`config.mk`:
```
export PLATFORM = sky130hd
export DESIGN_NAME = epp_port
export DESIGN_NICKNAME = d
export VERILOG_FILES = /design/src/epp_pkg.sv /design/src/epp_codec.sv /design/src/epp_port.sv
export VERILOG_INCLUDE_DIRS = /design/src
export SDC_FILE = /design/constraint.sdc
export NUM_CORES = 2
export LEC_CHECK = 0
export BUFFER_PORTS_ARGS = -buffer_cell sky130_fd_sc_hd__buf_2
export CAP_MARGIN = 20
export CORE_MARGIN = 1
export CORE_UTILIZATION = 50
export DETAILED_ROUTE_END_ITERATION = 12
export PLACE_DENSITY = 0.77
export SETUP_SLACK_MARGIN = 0.05
export SLEW_MARGIN = 0
export SYNTH_ARGS = -nofsm -noshare
export SYNTH_HDL_FRONTEND = slang
export SYNTH_SLANG_ARGS = --single-unit
```
`constraint.sdc`:
```
create_clock -name core_clk_i -period 14.6 [get_ports core_clk_i]
set_clock_uncertainty 0.15 [all_clocks]
set_input_delay 0.73 -clock core_clk_i [delete_from_list [all_inputs] [get_ports core_clk_i]]
set_output_delay 0.73 -clock core_clk_i [all_outputs]
set_load 0.05 [all_outputs]
```
`src/epp_regs.svh`:
```
/*
  register offsets, field positions, reset values and thresholds of the ethernet pcs side port.
  assumes a 32-bit avalon-mm slave with byte addresses.
*/
`ifndef EPP_REGS_SVH
`define EPP_REGS_SVH
`define EPP_OFF_CTRL     6'h00
`define EPP_OFF_STAT     6'h04
`define EPP_OFF_ISTAT    6'h08
`define EPP_OFF_IMASK    6'h0c
`define EPP_OFF_LEVEL    6'h10
`define EPP_CTRL_RST     2'h3
`define EPP_CTRL_TXEN    0
`define EPP_CTRL_RXEN    1
`define EPP_EV_TXOVF     0
`define EPP_EV_RXOVF     1
`define EPP_EV_DECERR    2
`define EPP_EV_TXAFULL   3
`define EPP_ST_EMPTY     3
`define EPP_ST_AEMPTY    2
`define EPP_ST_FULL      1
`define EPP_ST_AFULL     0
`define EPP_THR_DIV      16
`define EPP_THR_HI       15
`define EPP_SYM_HALT     5'h04
`define EPP_SYM_VERR     10'h1e8
`endif

```
`src/epp_pkg.sv`:
```
/*
  types shared by the ethernet pcs side port and its line codec.
  assumes nothing beyond a systemverilog compiler.
*/
`default_nettype none
package epp_pkg;
    typedef enum logic {EPP_MII, EPP_GMII} epp_mode_e;
    typedef logic [3:0] epp_fstat_t;
endpackage : epp_pkg
`default_nettype wire

```
`src/epp_codec.sv`:
```
/*
  line codec: 4b/5b for the nibble mode, 8b/10b with running disparity for the byte mode.
  assumes the caller strobes enc_stb_i once per data symbol actually sent.
*/
`timescale 1ns/1ps
`default_nettype none
`include "epp_regs.svh"
module epp_codec #(
    parameter epp_pkg::epp_mode_e MODE = epp_pkg::EPP_GMII,
    parameter int                 DW   = (MODE == epp_pkg::EPP_GMII) ? 8 : 4,
    parameter int                 SW   = (MODE == epp_pkg::EPP_GMII) ? 10 : 5
) (
    // clock and reset
    input  wire logic          core_clk_i,
    input  wire logic          rst_i,
    // encoder
    input  wire logic          enc_stb_i,
    input  wire logic [DW-1:0] enc_data_i,
    input  wire logic          enc_err_i,
    output logic      [SW-1:0] enc_sym_o,
    // decoder
    input  wire logic [SW-1:0] dec_sym_i,
    output logic      [DW-1:0] dec_data_o,
    output logic               dec_err_o
);
    localparam logic [31:0][5:0] T6 = {6'h2b, 6'h1e, 6'h2e, 6'h0e, 6'h36, 6'h16, 6'h26, 6'h33,
        6'h3a, 6'h1a, 6'h2a, 6'h0b, 6'h32, 6'h13, 6'h23, 6'h1b, 6'h17, 6'h1c, 6'h2c, 6'h0d,
        6'h34, 6'h15, 6'h25, 6'h39, 6'h38, 6'h19, 6'h29, 6'h35, 6'h31, 6'h2d, 6'h1d, 6'h27};
    localparam logic [7:0][3:0] T4 = {4'he, 4'h6, 4'ha, 4'hd, 4'hc, 4'h5, 4'h9, 4'hb};
    localparam logic [15:0][4:0] T5 = {5'h1d, 5'h1c, 5'h1b, 5'h1a, 5'h17, 5'h16, 5'h13, 5'h12,
        5'h0f, 5'h0e, 5'h0b, 5'h0a, 5'h15, 5'h14, 5'h09, 5'h1e};

    typedef struct packed {
        logic rd;
    } epp_codec_s;
    epp_codec_s q, d;

    // 8b/10b symbol is {abcdei, fghj} with a in the msb
    always_comb begin
        logic [5:0] c6;
        logic [3:0] c4;
        logic       rd1;
        logic       rd2;
        c6 = '0;
        c4 = '0;
        rd1 = q.rd;
        rd2 = q.rd;
        d = q;
        enc_sym_o = '0;
        dec_data_o = '0;
        dec_err_o = 1'b1;
        if (MODE == epp_pkg::EPP_GMII) begin
            c6 = T6[enc_data_i[4:0]];
            rd1 = q.rd ^ ($countones(c6) != 3);
            c4 = T4[enc_data_i[DW-1:5]];
            if (enc_data_i[DW-1:5] == 3'h7 && ((!rd1 && (enc_data_i[4:0] == 5'd17 ||
                enc_data_i[4:0] == 5'd18 || enc_data_i[4:0] == 5'd20)) || (rd1 &&
                (enc_data_i[4:0] == 5'd11 || enc_data_i[4:0] == 5'd13 || enc_data_i[4:0] == 5'd14)))) begin
                c4 = 4'h7;
            end
            rd2 = rd1 ^ ($countones(c4) != 2);
            // complement the unbalanced codes, and the two balanced special codes, at positive disparity
            if (q.rd && ($countones(c6) != 3 || enc_data_i[4:0] == 5'd7)) begin
                c6 = ~c6;
            end
            if (rd1 && ($countones(c4) != 2 || enc_data_i[DW-1:5] == 3'h3)) begin
                c4 = ~c4;
            end
            enc_sym_o = enc_err_i ? SW'(`EPP_SYM_VERR) : SW'({c6, c4});
            if (enc_stb_i && !enc_err_i) begin
                d.rd = rd2;
            end
            dec_data_o = DW'(dec8(dec_sym_i));
            dec_err_o = dec8(dec_sym_i) > 9'd255;
        end else begin
            enc_sym_o = enc_err_i ? SW'(`EPP_SYM_HALT) : SW'(T5[enc_data_i[3:0]]);
            dec_data_o = DW'(dec5(dec_sym_i));
            dec_err_o = dec5(dec_sym_i) > 5'd15;
        end
    end

    // returns 256 or above when either sub-block, abcdei or fghj, is no data code of either disparity
    function automatic logic [8:0] dec8(input logic [SW-1:0] s);
        logic [4:0] v5;
        logic [2:0] v3;
        logic       h6;
        logic       h4;
        v5 = '0;
        v3 = '0;
        h6 = 1'b0;
        h4 = 1'b0;
        for (int i = 0; i < 32; i++) begin
            if (s[SW-1:4] == T6[i] || (($countones(T6[i]) != 3 || i == 7) && s[SW-1:4] == ~T6[i])) begin
                v5 = 5'(i);
                h6 = 1'b1;
            end
        end
        for (int i = 0; i < 8; i++) begin
            if (s[3:0] == T4[i] || (($countones(T4[i]) != 2 || i == 3) && s[3:0] == ~T4[i])) begin
                v3 = 3'(i);
                h4 = 1'b1;
            end
        end
        if (s[3:0] == 4'h7 || s[3:0] == 4'h8) begin
            v3 = 3'h7;
            h4 = 1'b1;
        end
        dec8 = {!(h6 && h4), v3, v5};
    endfunction : dec8

    function automatic logic [4:0] dec5(input logic [SW-1:0] s);
        dec5 = 5'h10;
        for (int i = 0; i < 16; i++) begin
            if (s[4:0] == T5[i]) begin
                dec5 = 5'(i);
            end
        end
    endfunction : dec5

    always_ff @(posedge core_clk_i) begin
        if (rst_i) begin
            q <= '0;
        end else begin
            q <= d;
        end
    end
endmodule : epp_codec
`default_nettype wire

```
`src/epp_port.sv`:
```
/*
  ethernet pcs side port: mac tx stream -> fifo -> line coder -> link, link -> decoder -> fifo -> mac rx.
  assumes every mac and link pin is asynchronous to core_clk_i and toggles well below its rate;
  registers sit behind a 32-bit avalon-mm slave with waitrequest.
*/
`timescale 1ns/1ps
`default_nettype none
`include "epp_regs.svh"
module epp_port #(
    parameter epp_pkg::epp_mode_e MODE  = epp_pkg::EPP_GMII,
    parameter int                 DEPTH = 32,
    parameter int                 DW    = (MODE == epp_pkg::EPP_GMII) ? 8 : 4,
    parameter int                 SW    = (MODE == epp_pkg::EPP_GMII) ? 10 : 5
) (
    // clock and reset
    input  wire logic          core_clk_i,
    input  wire logic          rst_i,
    // avalon-mm slave
    input  wire logic [5:0]    avs_address_i,
    input  wire logic          avs_read_i,
    input  wire logic          avs_write_i,
    input  wire logic [31:0]   avs_writedata_i,
    input  wire logic [3:0]    avs_byteenable_i,
    output logic      [31:0]   avs_readdata_o,
    output logic               avs_waitrequest_o,
    output logic               irq_o,
    // mac transmit side
    input  wire logic          mac_txclk_i,
    input  wire logic          mac_tx_rst_n_i,
    input  wire logic          mac_txen_i,
    input  wire logic          mac_txer_i,
    input  wire logic [DW-1:0] mac_txd_i,
    output logic      [3:0]    tx_fifo_status_o,
    // mac receive side
    input  wire logic          mac_rxclk_i,
    input  wire logic          mac_rx_rst_n_i,
    output logic               mac_rxdv_o,
    output logic               mac_rxer_o,
    output logic      [DW-1:0] mac_rxd_o,
    output logic      [3:0]    rx_fifo_status_o,
    // link
    input  wire logic          link_clk_i,
    output logic               link_tx_dv_o,
    output logic      [SW-1:0] link_tx_sym_o,
    input  wire logic          link_rx_dv_i,
    input  wire logic [SW-1:0] link_rx_sym_i
);
    localparam int AW   = $clog2(DEPTH);
    localparam int TXC  = 0;
    localparam int TXEN = 1;
    localparam int TXER = 2;
    localparam int TXD  = 3;
    localparam int TRST = 3 + DW;
    localparam int RXC  = 4 + DW;
    localparam int RRST = 5 + DW;
    localparam int LCK  = 6 + DW;
    localparam int LDV  = 7 + DW;
    localparam int LSYM = 8 + DW;
    localparam int PW   = 8 + DW + SW;
    localparam logic [AW:0] LO_THR = (AW + 1)'(DEPTH / `EPP_THR_DIV);
    localparam logic [AW:0] HI_THR = (AW + 1)'(DEPTH / `EPP_THR_DIV * `EPP_THR_HI);

    // the thresholds are exact only on whole sixteenths
    if (DEPTH < 16 || DEPTH % 16 != 0 || DEPTH != (1 << AW)) begin : g_bad_depth
        $error("epp_port: DEPTH must be a power of two of at least 16");
    end
    // port widths follow the mode, so the byte-wide port only exists in the byte mode
    if (DW != ((MODE == epp_pkg::EPP_GMII) ? 8 : 4) || SW != DW + DW / 4) begin : g_bad_width
        $error("epp_port: DW and SW must follow MODE");
    end

    typedef struct packed {
        logic [PW-1:0]              s1;
        logic [PW-1:0]              s2;
        logic [PW-1:0]              s3;
        logic [DEPTH-1:0][DW:0]     txm;
        logic [AW-1:0]              twp;
        logic [AW-1:0]              trp;
        logic [AW:0]                tcnt;
        logic [DEPTH-1:0][DW:0]     rxm;
        logic [AW-1:0]              rwp;
        logic [AW-1:0]              rrp;
        logic [AW:0]                rcnt;
        epp_pkg::epp_fstat_t        tst_a;
        epp_pkg::epp_fstat_t        tst_b;
        epp_pkg::epp_fstat_t        tst;
        epp_pkg::epp_fstat_t        rst;
        logic                       ldv;
        logic [SW-1:0]              lsym;
        logic                       rxdv;
        logic                       rxer;
        logic [DW-1:0]              rxd;
        logic [1:0]                 ctrl;
        logic [3:0]                 ist;
        logic [3:0]                 imsk;
        logic                       irq;
        logic                       wait_r;
        logic [31:0]                rdata;
    } epp_port_s;
    epp_port_s q, d;

    logic [SW-1:0] enc_sym;
    logic [DW-1:0] dec_data;
    logic          dec_err;
    logic          tx_pop;

    function automatic epp_pkg::epp_fstat_t fstat(input logic [AW:0] n);
        fstat = '0;
        fstat[`EPP_ST_EMPTY] = (n == '0);
        fstat[`EPP_ST_AEMPTY] = (n <= LO_THR);
        fstat[`EPP_ST_FULL] = (n == (AW + 1)'(DEPTH));
        fstat[`EPP_ST_AFULL] = (n >= HI_THR);
    endfunction : fstat

    // entries hold raw data and the error flag only; frame fields are never looked at
    epp_codec #(
        .MODE (MODE),
        .DW   (DW),
        .SW   (SW)
    ) u_codec (
        .core_clk_i (core_clk_i),
        .rst_i      (rst_i),
        .enc_stb_i  (tx_pop),
        .enc_data_i (q.txm[q.trp][DW-1:0]),
        .enc_err_i  (q.txm[q.trp][DW]),
        .enc_sym_o  (enc_sym),
        .dec_sym_i  (q.s2[LSYM +: SW]),
        .dec_data_o (dec_data),
        .dec_err_o  (dec_err)
    );

    assign tx_pop = q.s2[LCK] && !q.s3[LCK] && q.tcnt != '0;

    always_comb begin
        logic       tx_rst;
        logic       rx_rst;
        logic       tx_push;
        logic       rx_push;
        logic       rx_pop;
        logic       tx_ok;
        logic       rx_ok;
        logic [3:0] ev;
        logic [3:0] clr;
        logic       acc;
        d = q;
        ev = '0;
        clr = '0;
        {tx_rst, rx_rst, tx_push, rx_push, rx_pop, tx_ok, rx_ok, acc} = '0;
        d.s1 = {link_rx_sym_i, link_rx_dv_i, link_clk_i, mac_rx_rst_n_i, mac_rxclk_i,
                mac_tx_rst_n_i, mac_txd_i, mac_txer_i, mac_txen_i, mac_txclk_i};
        d.s2 = q.s1;
        d.s3 = q.s2;
        tx_rst = !q.s2[TRST];
        rx_rst = !q.s2[RRST];

        // transmit fifo, written on the mac clock rising edge
        tx_push = q.s2[TXC] && !q.s3[TXC] && q.s2[TXEN] && q.ctrl[`EPP_CTRL_TXEN] && !tx_rst;
        tx_ok = tx_push && q.tcnt != (AW + 1)'(DEPTH);
        ev[`EPP_EV_TXOVF] = tx_push && !tx_ok;
        if (tx_ok) begin
            d.txm[q.twp] = {q.s2[TXER], q.s2[TXD +: DW]};
            d.twp = q.twp + 1'b1;
        end
        d.ldv = tx_pop;
        d.lsym = tx_pop ? enc_sym : '0;
        if (tx_pop) begin
            d.trp = q.trp + 1'b1;
        end
        d.tcnt = q.tcnt + (AW + 1)'(tx_ok) - (AW + 1)'(tx_pop);
        if (tx_rst) begin
            d.twp = '0;
            d.trp = '0;
            d.tcnt = '0;
        end
        // two stages stand for the crossing; a writer must allow for the lag
        d.tst_a = fstat(q.tcnt);
        d.tst_b = q.tst_a;
        d.tst = q.tst_b;
        ev[`EPP_EV_TXAFULL] = q.tst_b[`EPP_ST_AFULL] && !q.tst[`EPP_ST_AFULL];

        // receive fifo, filled at the link clock rising edge
        rx_push = q.s2[LCK] && !q.s3[LCK] && q.s2[LDV] && q.ctrl[`EPP_CTRL_RXEN] && !rx_rst;
        rx_ok = rx_push && q.rcnt != (AW + 1)'(DEPTH);
        ev[`EPP_EV_RXOVF] = rx_push && !rx_ok;
        ev[`EPP_EV_DECERR] = rx_push && dec_err;
        if (rx_ok) begin
            d.rxm[q.rwp] = {dec_err, dec_data};
            d.rwp = q.rwp + 1'b1;
        end
        // drained on the mac clock falling edge so data are stable at its rising edge
        rx_pop = !q.s2[RXC] && q.s3[RXC];
        if (rx_pop) begin
            d.rxdv = q.rcnt != '0;
            d.rxer = q.rcnt != '0 && q.rxm[q.rrp][DW];
            d.rxd = q.rcnt != '0 ? q.rxm[q.rrp][DW-1:0] : '0;
        end
        rx_ok = rx_pop && q.rcnt != '0;
        if (rx_ok) begin
            d.rrp = q.rrp + 1'b1;
        end
        d.rcnt = q.rcnt + (AW + 1)'(rx_push && q.rcnt != (AW + 1)'(DEPTH)) - (AW + 1)'(rx_ok);
        if (rx_rst) begin
            d.rwp = '0;
            d.rrp = '0;
            d.rcnt = '0;
            d.rxdv = 1'b0;
            d.rxer = 1'b0;
            d.rxd = '0;
        end
        // updated only when the mac clock falls or during rx_rst, so the mac never samples a changing level
        if (rx_pop || rx_rst) begin
            d.rst = fstat(d.rcnt);
        end

        // avalon slave: one wait cycle, then the answer stands while waitrequest is low
        acc = (avs_read_i || avs_write_i) && !q.wait_r;
        d.wait_r = !((avs_read_i || avs_write_i) && q.wait_r);
        if (avs_read_i && q.wait_r) begin
            unique case (avs_address_i)
                `EPP_OFF_CTRL:  d.rdata = {30'h0, q.ctrl};
                `EPP_OFF_STAT:  d.rdata = {23'h0, MODE == epp_pkg::EPP_GMII, q.rst, q.tst};
                `EPP_OFF_ISTAT: d.rdata = {28'h0, q.ist};
                `EPP_OFF_IMASK: d.rdata = {28'h0, q.imsk};
                `EPP_OFF_LEVEL: d.rdata = {16'h0, 8'(q.rcnt), 8'(q.tcnt)};
                default:        d.rdata = 32'h0;
            endcase
        end
        if (acc && avs_write_i && avs_byteenable_i[0]) begin
            unique case (avs_address_i)
                `EPP_OFF_CTRL:  d.ctrl = avs_writedata_i[1:0];
                `EPP_OFF_ISTAT: clr = avs_writedata_i[3:0];
                `EPP_OFF_IMASK: d.imsk = avs_writedata_i[3:0];
                default:        d.ctrl = q.ctrl;
            endcase
        end
        // a new event beats a clear in the same cycle
        d.ist = (q.ist & ~clr) | ev;
        d.irq = |(d.ist & d.imsk);
    end

    always_ff @(posedge core_clk_i) begin
        if (rst_i) begin
            q <= '0;
            q.ctrl <= `EPP_CTRL_RST;
            q.wait_r <= 1'b1;
            q.tst_a <= 4'hc;
            q.tst_b <= 4'hc;
            q.tst <= 4'hc;
            q.rst <= 4'hc;
        end else begin
            q <= d;
        end
    end

    assign avs_readdata_o = q.rdata;
    assign avs_waitrequest_o = q.wait_r;
    assign irq_o = q.irq;
    assign tx_fifo_status_o = q.tst;
    assign rx_fifo_status_o = q.rst;
    assign mac_rxdv_o = q.rxdv;
    assign mac_rxer_o = q.rxer;
    assign mac_rxd_o = q.rxd;
    assign link_tx_dv_o = q.ldv;
    assign link_tx_sym_o = q.lsym;
endmodule : epp_port
`default_nettype wire

```
== Word level (Yosys, flattened, before mapping) ==
Memory sizes are Yosys's and may differ from the RTL's.
Index checks and enable logic that the tools add are counted.

* Bits in registers: 757
* Memory bits (read-only): 224
* Input bits: 72
* Output and inout bits: 63
* Logic and storage cells: 397
* Memories: 2

{| class="wikitable"
|+ Memories
! name !! words !! width !! read ports !! clocked after memory_dff !! write ports !! RTL line !! text
|-
| (no name shown) || 32 || 6 || 1 || 0 || 0 || epp_codec.sv:53 || <nowiki>c6 = T6[enc_data_i[4:0]];</nowiki>
|-
| (no name shown) || 8 || 4 || 1 || 0 || 0 || epp_codec.sv:55 || <nowiki>c4 = T4[enc_data_i[DW-1:5]];</nowiki>
|}

* Add/subtract/negate cells: 16
* Magnitude comparators: 13
* Eq/ne operators: 79
* Mux-type cells: 103
* Bitwise operators: 11
* Reductions and logical operators: 83

{| class="wikitable"
|+ Operators by type and width
! operator !! count
|-
| $bwmux W288 || 2
|-
| $eq A6 B6 Y1 const B || 25
|-
| $mux W5 || 30
|-
| $add A32 B32 Y32 || 3
|-
| $bmux W9 S5 || 2
|-
| $demux W9 S5 || 2
|-
| $eq A6 B5 Y1 const B || 15
|-
| $pmux W14 S5 || 1
|-
| $ne A32 B3 Y1 const B || 2
|-
| $eq A6 B4 Y1 const B || 8
|-
| $mux W9 || 5
|-
| $mux W1 || 43
|-
| $logic_and A1 B1 Y1 || 32
|-
| $lt A5 B6 Y1 const B || 5
|-
| $eq A4 B4 Y1 const B || 7
|-
| $logic_or A1 B1 Y1 || 28
|-
| $mux W4 || 7
|-
| $eq A6 B3 Y1 const B || 4
|-
| $mux W3 || 7
|-
| $add A5 B1 Y5 const B || 4
|-
| $logic_not A6 Y1 || 3
|-
| $mux W6 || 3
|-
| $eq A4 B3 Y1 const B || 4
|-
| $eq A5 B4 Y1 const B || 3
|-
| other kinds (28) || 60
|}

== Logic depth before layout (Yosys ltp) ==
* Word-level depth: 41
* Depth in mapped cells: 34
* Mapped depth without buffers: 28

== Hierarchy ==
Synthesis repeated with hierarchy kept, for this count alone.

* Cell total of the unflattened synthesis: 3833
* Area, all modules: 33140.5 um^2

{| class="wikitable"
|+ Modules (own cells, without submodules)
! module !! times used !! cells each !! area each (um^2) !! sequential area each (um^2)
|-
| epp_port || 1 || 3605 || 31527.7 || 14533.9
|-
| epp_codec || 1 || 228 || 1612.8 || 20.0
|}

== Worst setup path after synthesis ==
No wires, ideal clock.

* Kind: register -> register
* Start point: register q[391] (netlist name)
* End point: register q, in the netlist link_tx_sym_o[0]
* Library setup time: 123 ps
* Data arrival time: 7651 ps
* Required time: 14327 ps
* Setup slack: 6676 ps
* Cell stages (with the launch flop): 32
* Path buffers: 6
* Period minus slack after synthesis: 7924 ps
* Path through: dfxtp_1 buf_6 buf_6 buf_6 buf_6 buf_4 mux4_2 a22o_1 o22ai_1 ha_1 clkbuf_1 a21boi_1 o21ai_0 a31o_2 nand2_1 ha_1 fa_1 ha_1 nor4bb_1 xor2_1 o2111ai_1 o32ai_1 a21o_1 nand2_1 ha_1 ha_1 inv_1 fa_1 nor3b_1 a21oi_1 and2_1 mux2_1

* Longest elaborated chain between the ends: 20
* Elaborated cells between the ends (all ways): 40
* Classes of those cells: 8 x add/sub; 10 x eq/ne; 6 x mux; 2 x bitwise; 12 x reduce/logical; 2 x memory

{| class="wikitable"
|+ Ends and longest elaborated chain
! item !! RTL line !! text
|-
| start, declared || epp_port.sv:100 || <nowiki>epp_port_s q, d;</nowiki>
|-
| $bmux W9 S5 (*) || epp_port.sv:124, epp_port.sv:125 ||
|-
| $mux W9 (not written as such) (*) || epp_port.sv:125 || <nowiki>.enc_err_i (q.txm[q.trp][DW]),</nowiki>
|-
| $mem_v2 Z32 W6 || - ||
|-
| $mux W6 (not written as such) || epp_codec.sv:53 ||
|-
| $add A1 B1 Y2 (not written as such) || epp_codec.sv:54 || <nowiki>rd1 = q.rd ^ ($countones(c6) != 3);</nowiki>
|-
| $add A32 B32 Y32 (not written as such) (2 in a row) || epp_codec.sv:54 ||
|-
| $ne A32 B3 Y1 || epp_codec.sv:54 ||
|-
| $xor A1 B1 Y1 || epp_codec.sv:54 ||
|-
| [3 not listed] || - ||
|-
| $logic_and A1 B1 Y1 || epp_codec.sv:56 || <nowiki>if (enc_data_i[DW-1:5] == 3'h7 && ((!rd1 && (enc_data_i[4:0] == 5'd17 ||</nowiki>
|-
| $mux W4 || epp_codec.sv:56 ||
|-
| $add A1 B1 Y2 (not written as such) || epp_codec.sv:66 || <nowiki>if (rd1 && ($countones(c4) != 2 || enc_data_i[DW-1:5] == 3'h3)) begin</nowiki>
|-
| $add A32 B32 Y32 (not written as such) || epp_codec.sv:66 ||
|-
| $ne A32 B3 Y1 || epp_codec.sv:66 ||
|-
| $logic_or A1 B1 Y1 || epp_codec.sv:66 ||
|-
| $logic_and A1 B1 Y1 || epp_codec.sv:66 ||
|-
| $mux W4 || epp_codec.sv:66 ||
|}

Every way passes the cells marked *; elsewhere a longest branch is shown, timed or not. The select of a mux whose other input is x is not followed.
A chain may end at the register's enable or synchronous reset.

== Final worst setup path ==
Ends and elaborated chain as after synthesis.

==> impl_metrics.py <==
metrics = {
    "run_status": {
        "status": "complete, no violations",
    },
    "worst_setup_path": {
        "timing.critical_path.slowest_cell_delay_ps": 700,
        "cp_data_arrival_time_ps": 9880,
        "crit-reg2reg-capture": "link_tx_sym_o[0]",
        "worst-r2r-cell-count": 28,
        "rrSetupSlack_ps": 5070,
        "criticalPathCategory": "reg -> reg",
        "critPathRequiredTime_ps": 14960,
        "critical_path_peak_fanout": 29,
        "worst_setup_sp": "q[391]",
        "critical_path.endpoint_type": "flip-flop",
        "most_used_cell_cp": "sky130_fd_sc_hd__ha_1",
        "critical_path.slowest_cell": "sky130_fd_sc_hd__dfxtp_4",
        "worst_r2r_startpoint": "q[391]",
        "setup.worst_path.start_class": "flip-flop",
    },
    "layout": {
        "syn_to_final_growth_pct": 9.93,
        "finalNetCount": 3296,
        "insertedDiodeCount": 0,
        "stdcell_count": 4071,
        "n_fill_cell": 5267,
        "layout-drive-gt1-share_pct": 14.4,
    },
    "power": {
        "power_frac_comb_pct": 2.9,
        "power.share.clock_pct": 47.0,
        "worst_ir_drop_vdd_mv": 0.0851,
        "netSwitchingPower_uw": 885,
        "net_sw_share_pct": 22.2,
        "internal-power_mw": 3.11,
        "cellLeakagePower_nw": 11.7,
        "power_per_cell_area_mw_per_mm2": 113,
        "seq_power_share_pct": 50.1,
    },
    "grt": {
        "grt_first_pass_wirelength_mm": 122,
        "grt_use_total_pct": 23.0,
        "grt_antenna_before_repair": 1,
        "first_global_vias": 22200,
        "grt_overflow_total": 0,
        "grt_max_degree": 144,
    },
    "drt": {
        "met3_wirelength_mm": 5.46,
        "totalWireLength_mm": 76.2,
        "drt-initial-drc-count": 2276,
        "m1WireLength_mm": 34.9,
        "drt_pass1_iterations": 8,
        "via_count": 23200,
        "avgViaCountPerCell": 5.71,
        "dr.max_layer_used": "met5",
        "final_antenna_net_count": 0,
        "route.detailed.wl_per_inst_um": 18.7,
        "detail_route.drc_violations": 0,
        "routed-wl-met2_mm": 34.4,
    },
    "die": {
        "die_h_um": 256,
        "pin_count": 135,
        "row_count": 92,
        "design.die.area_mm2": 0.0654,
        "initial_utilization_pct": 50.9,
        "floorplan.core_area_mm2": 0.0633,
        "fp.dieW_um": 256,
    },
    "synthesis": {
        "ys.warnings.count": 0,
        "synthesis.area_per_instance_um2": 9.95,
        "synth_cells": 3237,
        "synthDistinctLibCells": 75,
        "ys_async_sr_fraction_pct": 0,
        "synth-edff-count": 0,
        "postSynthRegisterBits": 727,
        "synth-seq-area-share_pct": 45.2,
        "syn-cell-area_mm2": 0.0322,
        "synth_flop_cell": "sky130_fd_sc_hd__dfxtp_1",
    },
    "cts": {
        "clk_root_buf": "sky130_fd_sc_hd__clkbuf_16",
        "cts_num_sinks": 727,
        "clkTransAtPathRegs_ps": 60,
        "cts_bufs_inserted": 75,
        "count_of_cells_resized_by_post_cts_repair": 0,
        "cts_tree": "yes",
        "clock_tree.htree_level_count": 3,
        "worstSkewPairLatency_ps": 620,
        "max-clock-path-buffers": 3,
        "post-cts-setup-buffers": 0,
        "number_of_hold_buffers_added_after_cts": 0,
    },
    "timing": {
        "slew_headroom_pct": 23.4,
        "hold-worst-slack_ps": 179,
        "layout_worst_path_cycle_share_pct": 65.3,
        "max_clock_freq_mhz": 105,
        "tightest_slew_ps": 1140,
        "final-setup-viol-count": 0,
        "final.min_clock_period_ps": 9530,
        "grt_setup_unrepaired": "false",
        "timing.final.hold_violations": 0,
        "drv_slew": 0,
        "final.setup.tns_ps": 0,
    },
    "hold_path": {
        "hold_path.class": "in -> reg",
        "holdCritStartpoint": "mac_txen_i",
        "worst_hold_path.num_cells": 2,
        "hold_end": "d[716]",
    },
    "placed_design": {
        "dp.cells": 3916,
        "hpwlAfterDp_mm": 47.0,
        "place.port_buffers": 85,
        "globalplace.congestion": 0.851,
    },
    "flow_run": {
        "maxCapViolations": 0,
    },
}
-- cell usage after synthesis (11+ instances only) --
| cell type | number | area, um^2 |
|---|---|---|
| sky130_fd_sc_hd__inv_1 | 40 | 150 |
| sky130_fd_sc_hd__buf_2 | 11 | 55.1 |
| sky130_fd_sc_hd__o21ai_0 | 80 | 400 |
| sky130_fd_sc_hd__xor2_1 | 16 | 140 |
| sky130_fd_sc_hd__xnor2_1 | 18 | 158 |
| sky130_fd_sc_hd__nor2_1 | 669 | 2510 |
| sky130_fd_sc_hd__nor3_1 | 25 | 125 |
| sky130_fd_sc_hd__mux2_2 | 11 | 124 |
| sky130_fd_sc_hd__o22ai_1 | 14 | 87.6 |
| sky130_fd_sc_hd__nand2_1 | 174 | 653 |
| sky130_fd_sc_hd__a21oi_1 | 111 | 556 |
| sky130_fd_sc_hd__dfxtp_1 | 727 | 14600 |
| sky130_fd_sc_hd__clkbuf_1 | 217 | 815 |
| sky130_fd_sc_hd__nand3_1 | 33 | 165 |
| sky130_fd_sc_hd__mux4_2 | 152 | 3420 |
| sky130_fd_sc_hd__ha_1 | 47 | 588 |
| sky130_fd_sc_hd__buf_4 | 62 | 465 |
| sky130_fd_sc_hd__mux2i_1 | 421 | 4210 |
| sky130_fd_sc_hd__a211oi_1 | 132 | 991 |
| sky130_fd_sc_hd__a22oi_1 | 13 | 97.6 |
| sky130_fd_sc_hd__nand2b_1 | 13 | 81.3 |
| sky130_fd_sc_hd__nor2b_1 | 71 | 444 |
| sky130_fd_sc_hd__buf_1 | 18 | 67.6 |
-- worst max path at each step --
| stage | to | slack, ps | cells after the start |
|---|---|---|---|
| after CTS | link_tx_sym_o[0] | 5060 | 28 |
| after global placement | link_tx_sym_o[0] | 5200 | 28 |
| after global routing | link_tx_sym_o[0] | 4460 | 28 |
| after floorplan | link_tx_sym_o[0] | 6680 | 31 |
| after detailed placement | link_tx_sym_o[0] | 5140 | 28 |
| final | link_tx_sym_o[0] | 5070 | 28 |
-- through the flow --
step	cell area [um^2]	utilization (%)	worst slack (ps)	total power, mW
final	35400	55.9	5070	3.99
after global routing	35400	55.9	4460	4.11
after CTS	35200	55.6	5060	4.02
after detailed placement	32800	51.7	5140	2.16
after global placement	32700	51.6	5200	2.16
after floorplan	32300	-	6680	2.13
-- state kept, by name (all words and copies together), names as in the netlist --
signal	flops
avs_readdata_o	14
d	60
avs_waitrequest_o	1
tx_fifo_status_o	4
u_codec.q	1
mac_rxer_o	1
mac_rxd_o	8
link_tx_dv_o	1
rx_fifo_status_o	4
mac_rxdv_o	1
q	621
link_tx_sym_o	10
irq_o	1
-- power by group through the flow --
stage | Clock (mW) | Combinational, mW | Sequential (mW)
2_1_floorplan | 0 | 0.0865 | 2.04
3_3_place_gp | 0 | 0.114 | 2.04
3_5_place_dp | 0 | 0.114 | 2.04
4_1_cts | 1.90 | 0.114 | 2.00
5_1_grt | 1.99 | 0.123 | 2.00
6_report | 1.88 | 0.115 | 2.00
-- placed cells by master (no fill, tap or decap), types with 18 or more instances in the layout --
master / n
sky130_fd_sc_hd__conb_1: 18
sky130_fd_sc_hd__nor3_1: 25
sky130_fd_sc_hd__a211oi_1: 130
sky130_fd_sc_hd__mux4_2: 152
sky130_fd_sc_hd__nand2_1: 174
sky130_fd_sc_hd__xnor2_1: 18
sky130_fd_sc_hd__a21oi_1: 110
sky130_fd_sc_hd__buf_4: 54
sky130_fd_sc_hd__nor2_1: 669
sky130_fd_sc_hd__ha_1: 47
sky130_fd_sc_hd__nand3_1: 33
sky130_fd_sc_hd__dfxtp_1: 722
sky130_fd_sc_hd__o21ai_0: 80
sky130_fd_sc_hd__buf_2: 84
sky130_fd_sc_hd__nor2b_1: 71
sky130_fd_sc_hd__mux2i_1: 421
sky130_fd_sc_hd__inv_1: 40
sky130_fd_sc_hd__clkbuf_16: 78
-- per-layer routing --
layer	global-route usage, %	vias to the layer above
met5	0	-
met4	6.65	2
met3	3.57	108
met2	35.6	801
met1	33.1	11300
li1	-	11100
-- cell families after synthesis --
group | Yosys count | synth area share (%)
AND/OR/NAND/NOR | 1053 | 13.8
multiplexers | 586 | 24.2
other | 1 | 0.0116
AO/OA/AOI/OAI | 426 | 8.63
adder cells (fa/ha/maj) | 53 | 2.17
XOR/XNOR | 34 | 0.925
flip-flops | 727 | 45.2
buffers and inverters | 357 | 5.09
-- final cells by class --
class | count | area, um^2 | area share (%)
multi-input combinational | 2170 | 16200 | 45.7
timing repair buffer | 156 | 1030 | 2.92
clock buffer | 108 | 2210 | 6.25
tap | 846 | 1060 | 2.99
sequential | 727 | 14600 | 41.1
clock inverter | 22 | 205 | 0.580
inverter | 42 | 158 | 0.445
-- worst max-delay path, delay by kind of cell (launching register included) --
kind / cells / cell delay (ps)
buffers and inverters: 5 / 1430
and+or+nand+nor: 5 / 1440
DFF: 1 / 700
xor gates and xnor gates: 1 / 480
muxes: 2 / 830
AOI/OAI and AO/OA: 8 / 2160
adders and majority gates: 7 / 2180
Note: power is estimated with default switching activity, not from simulation.
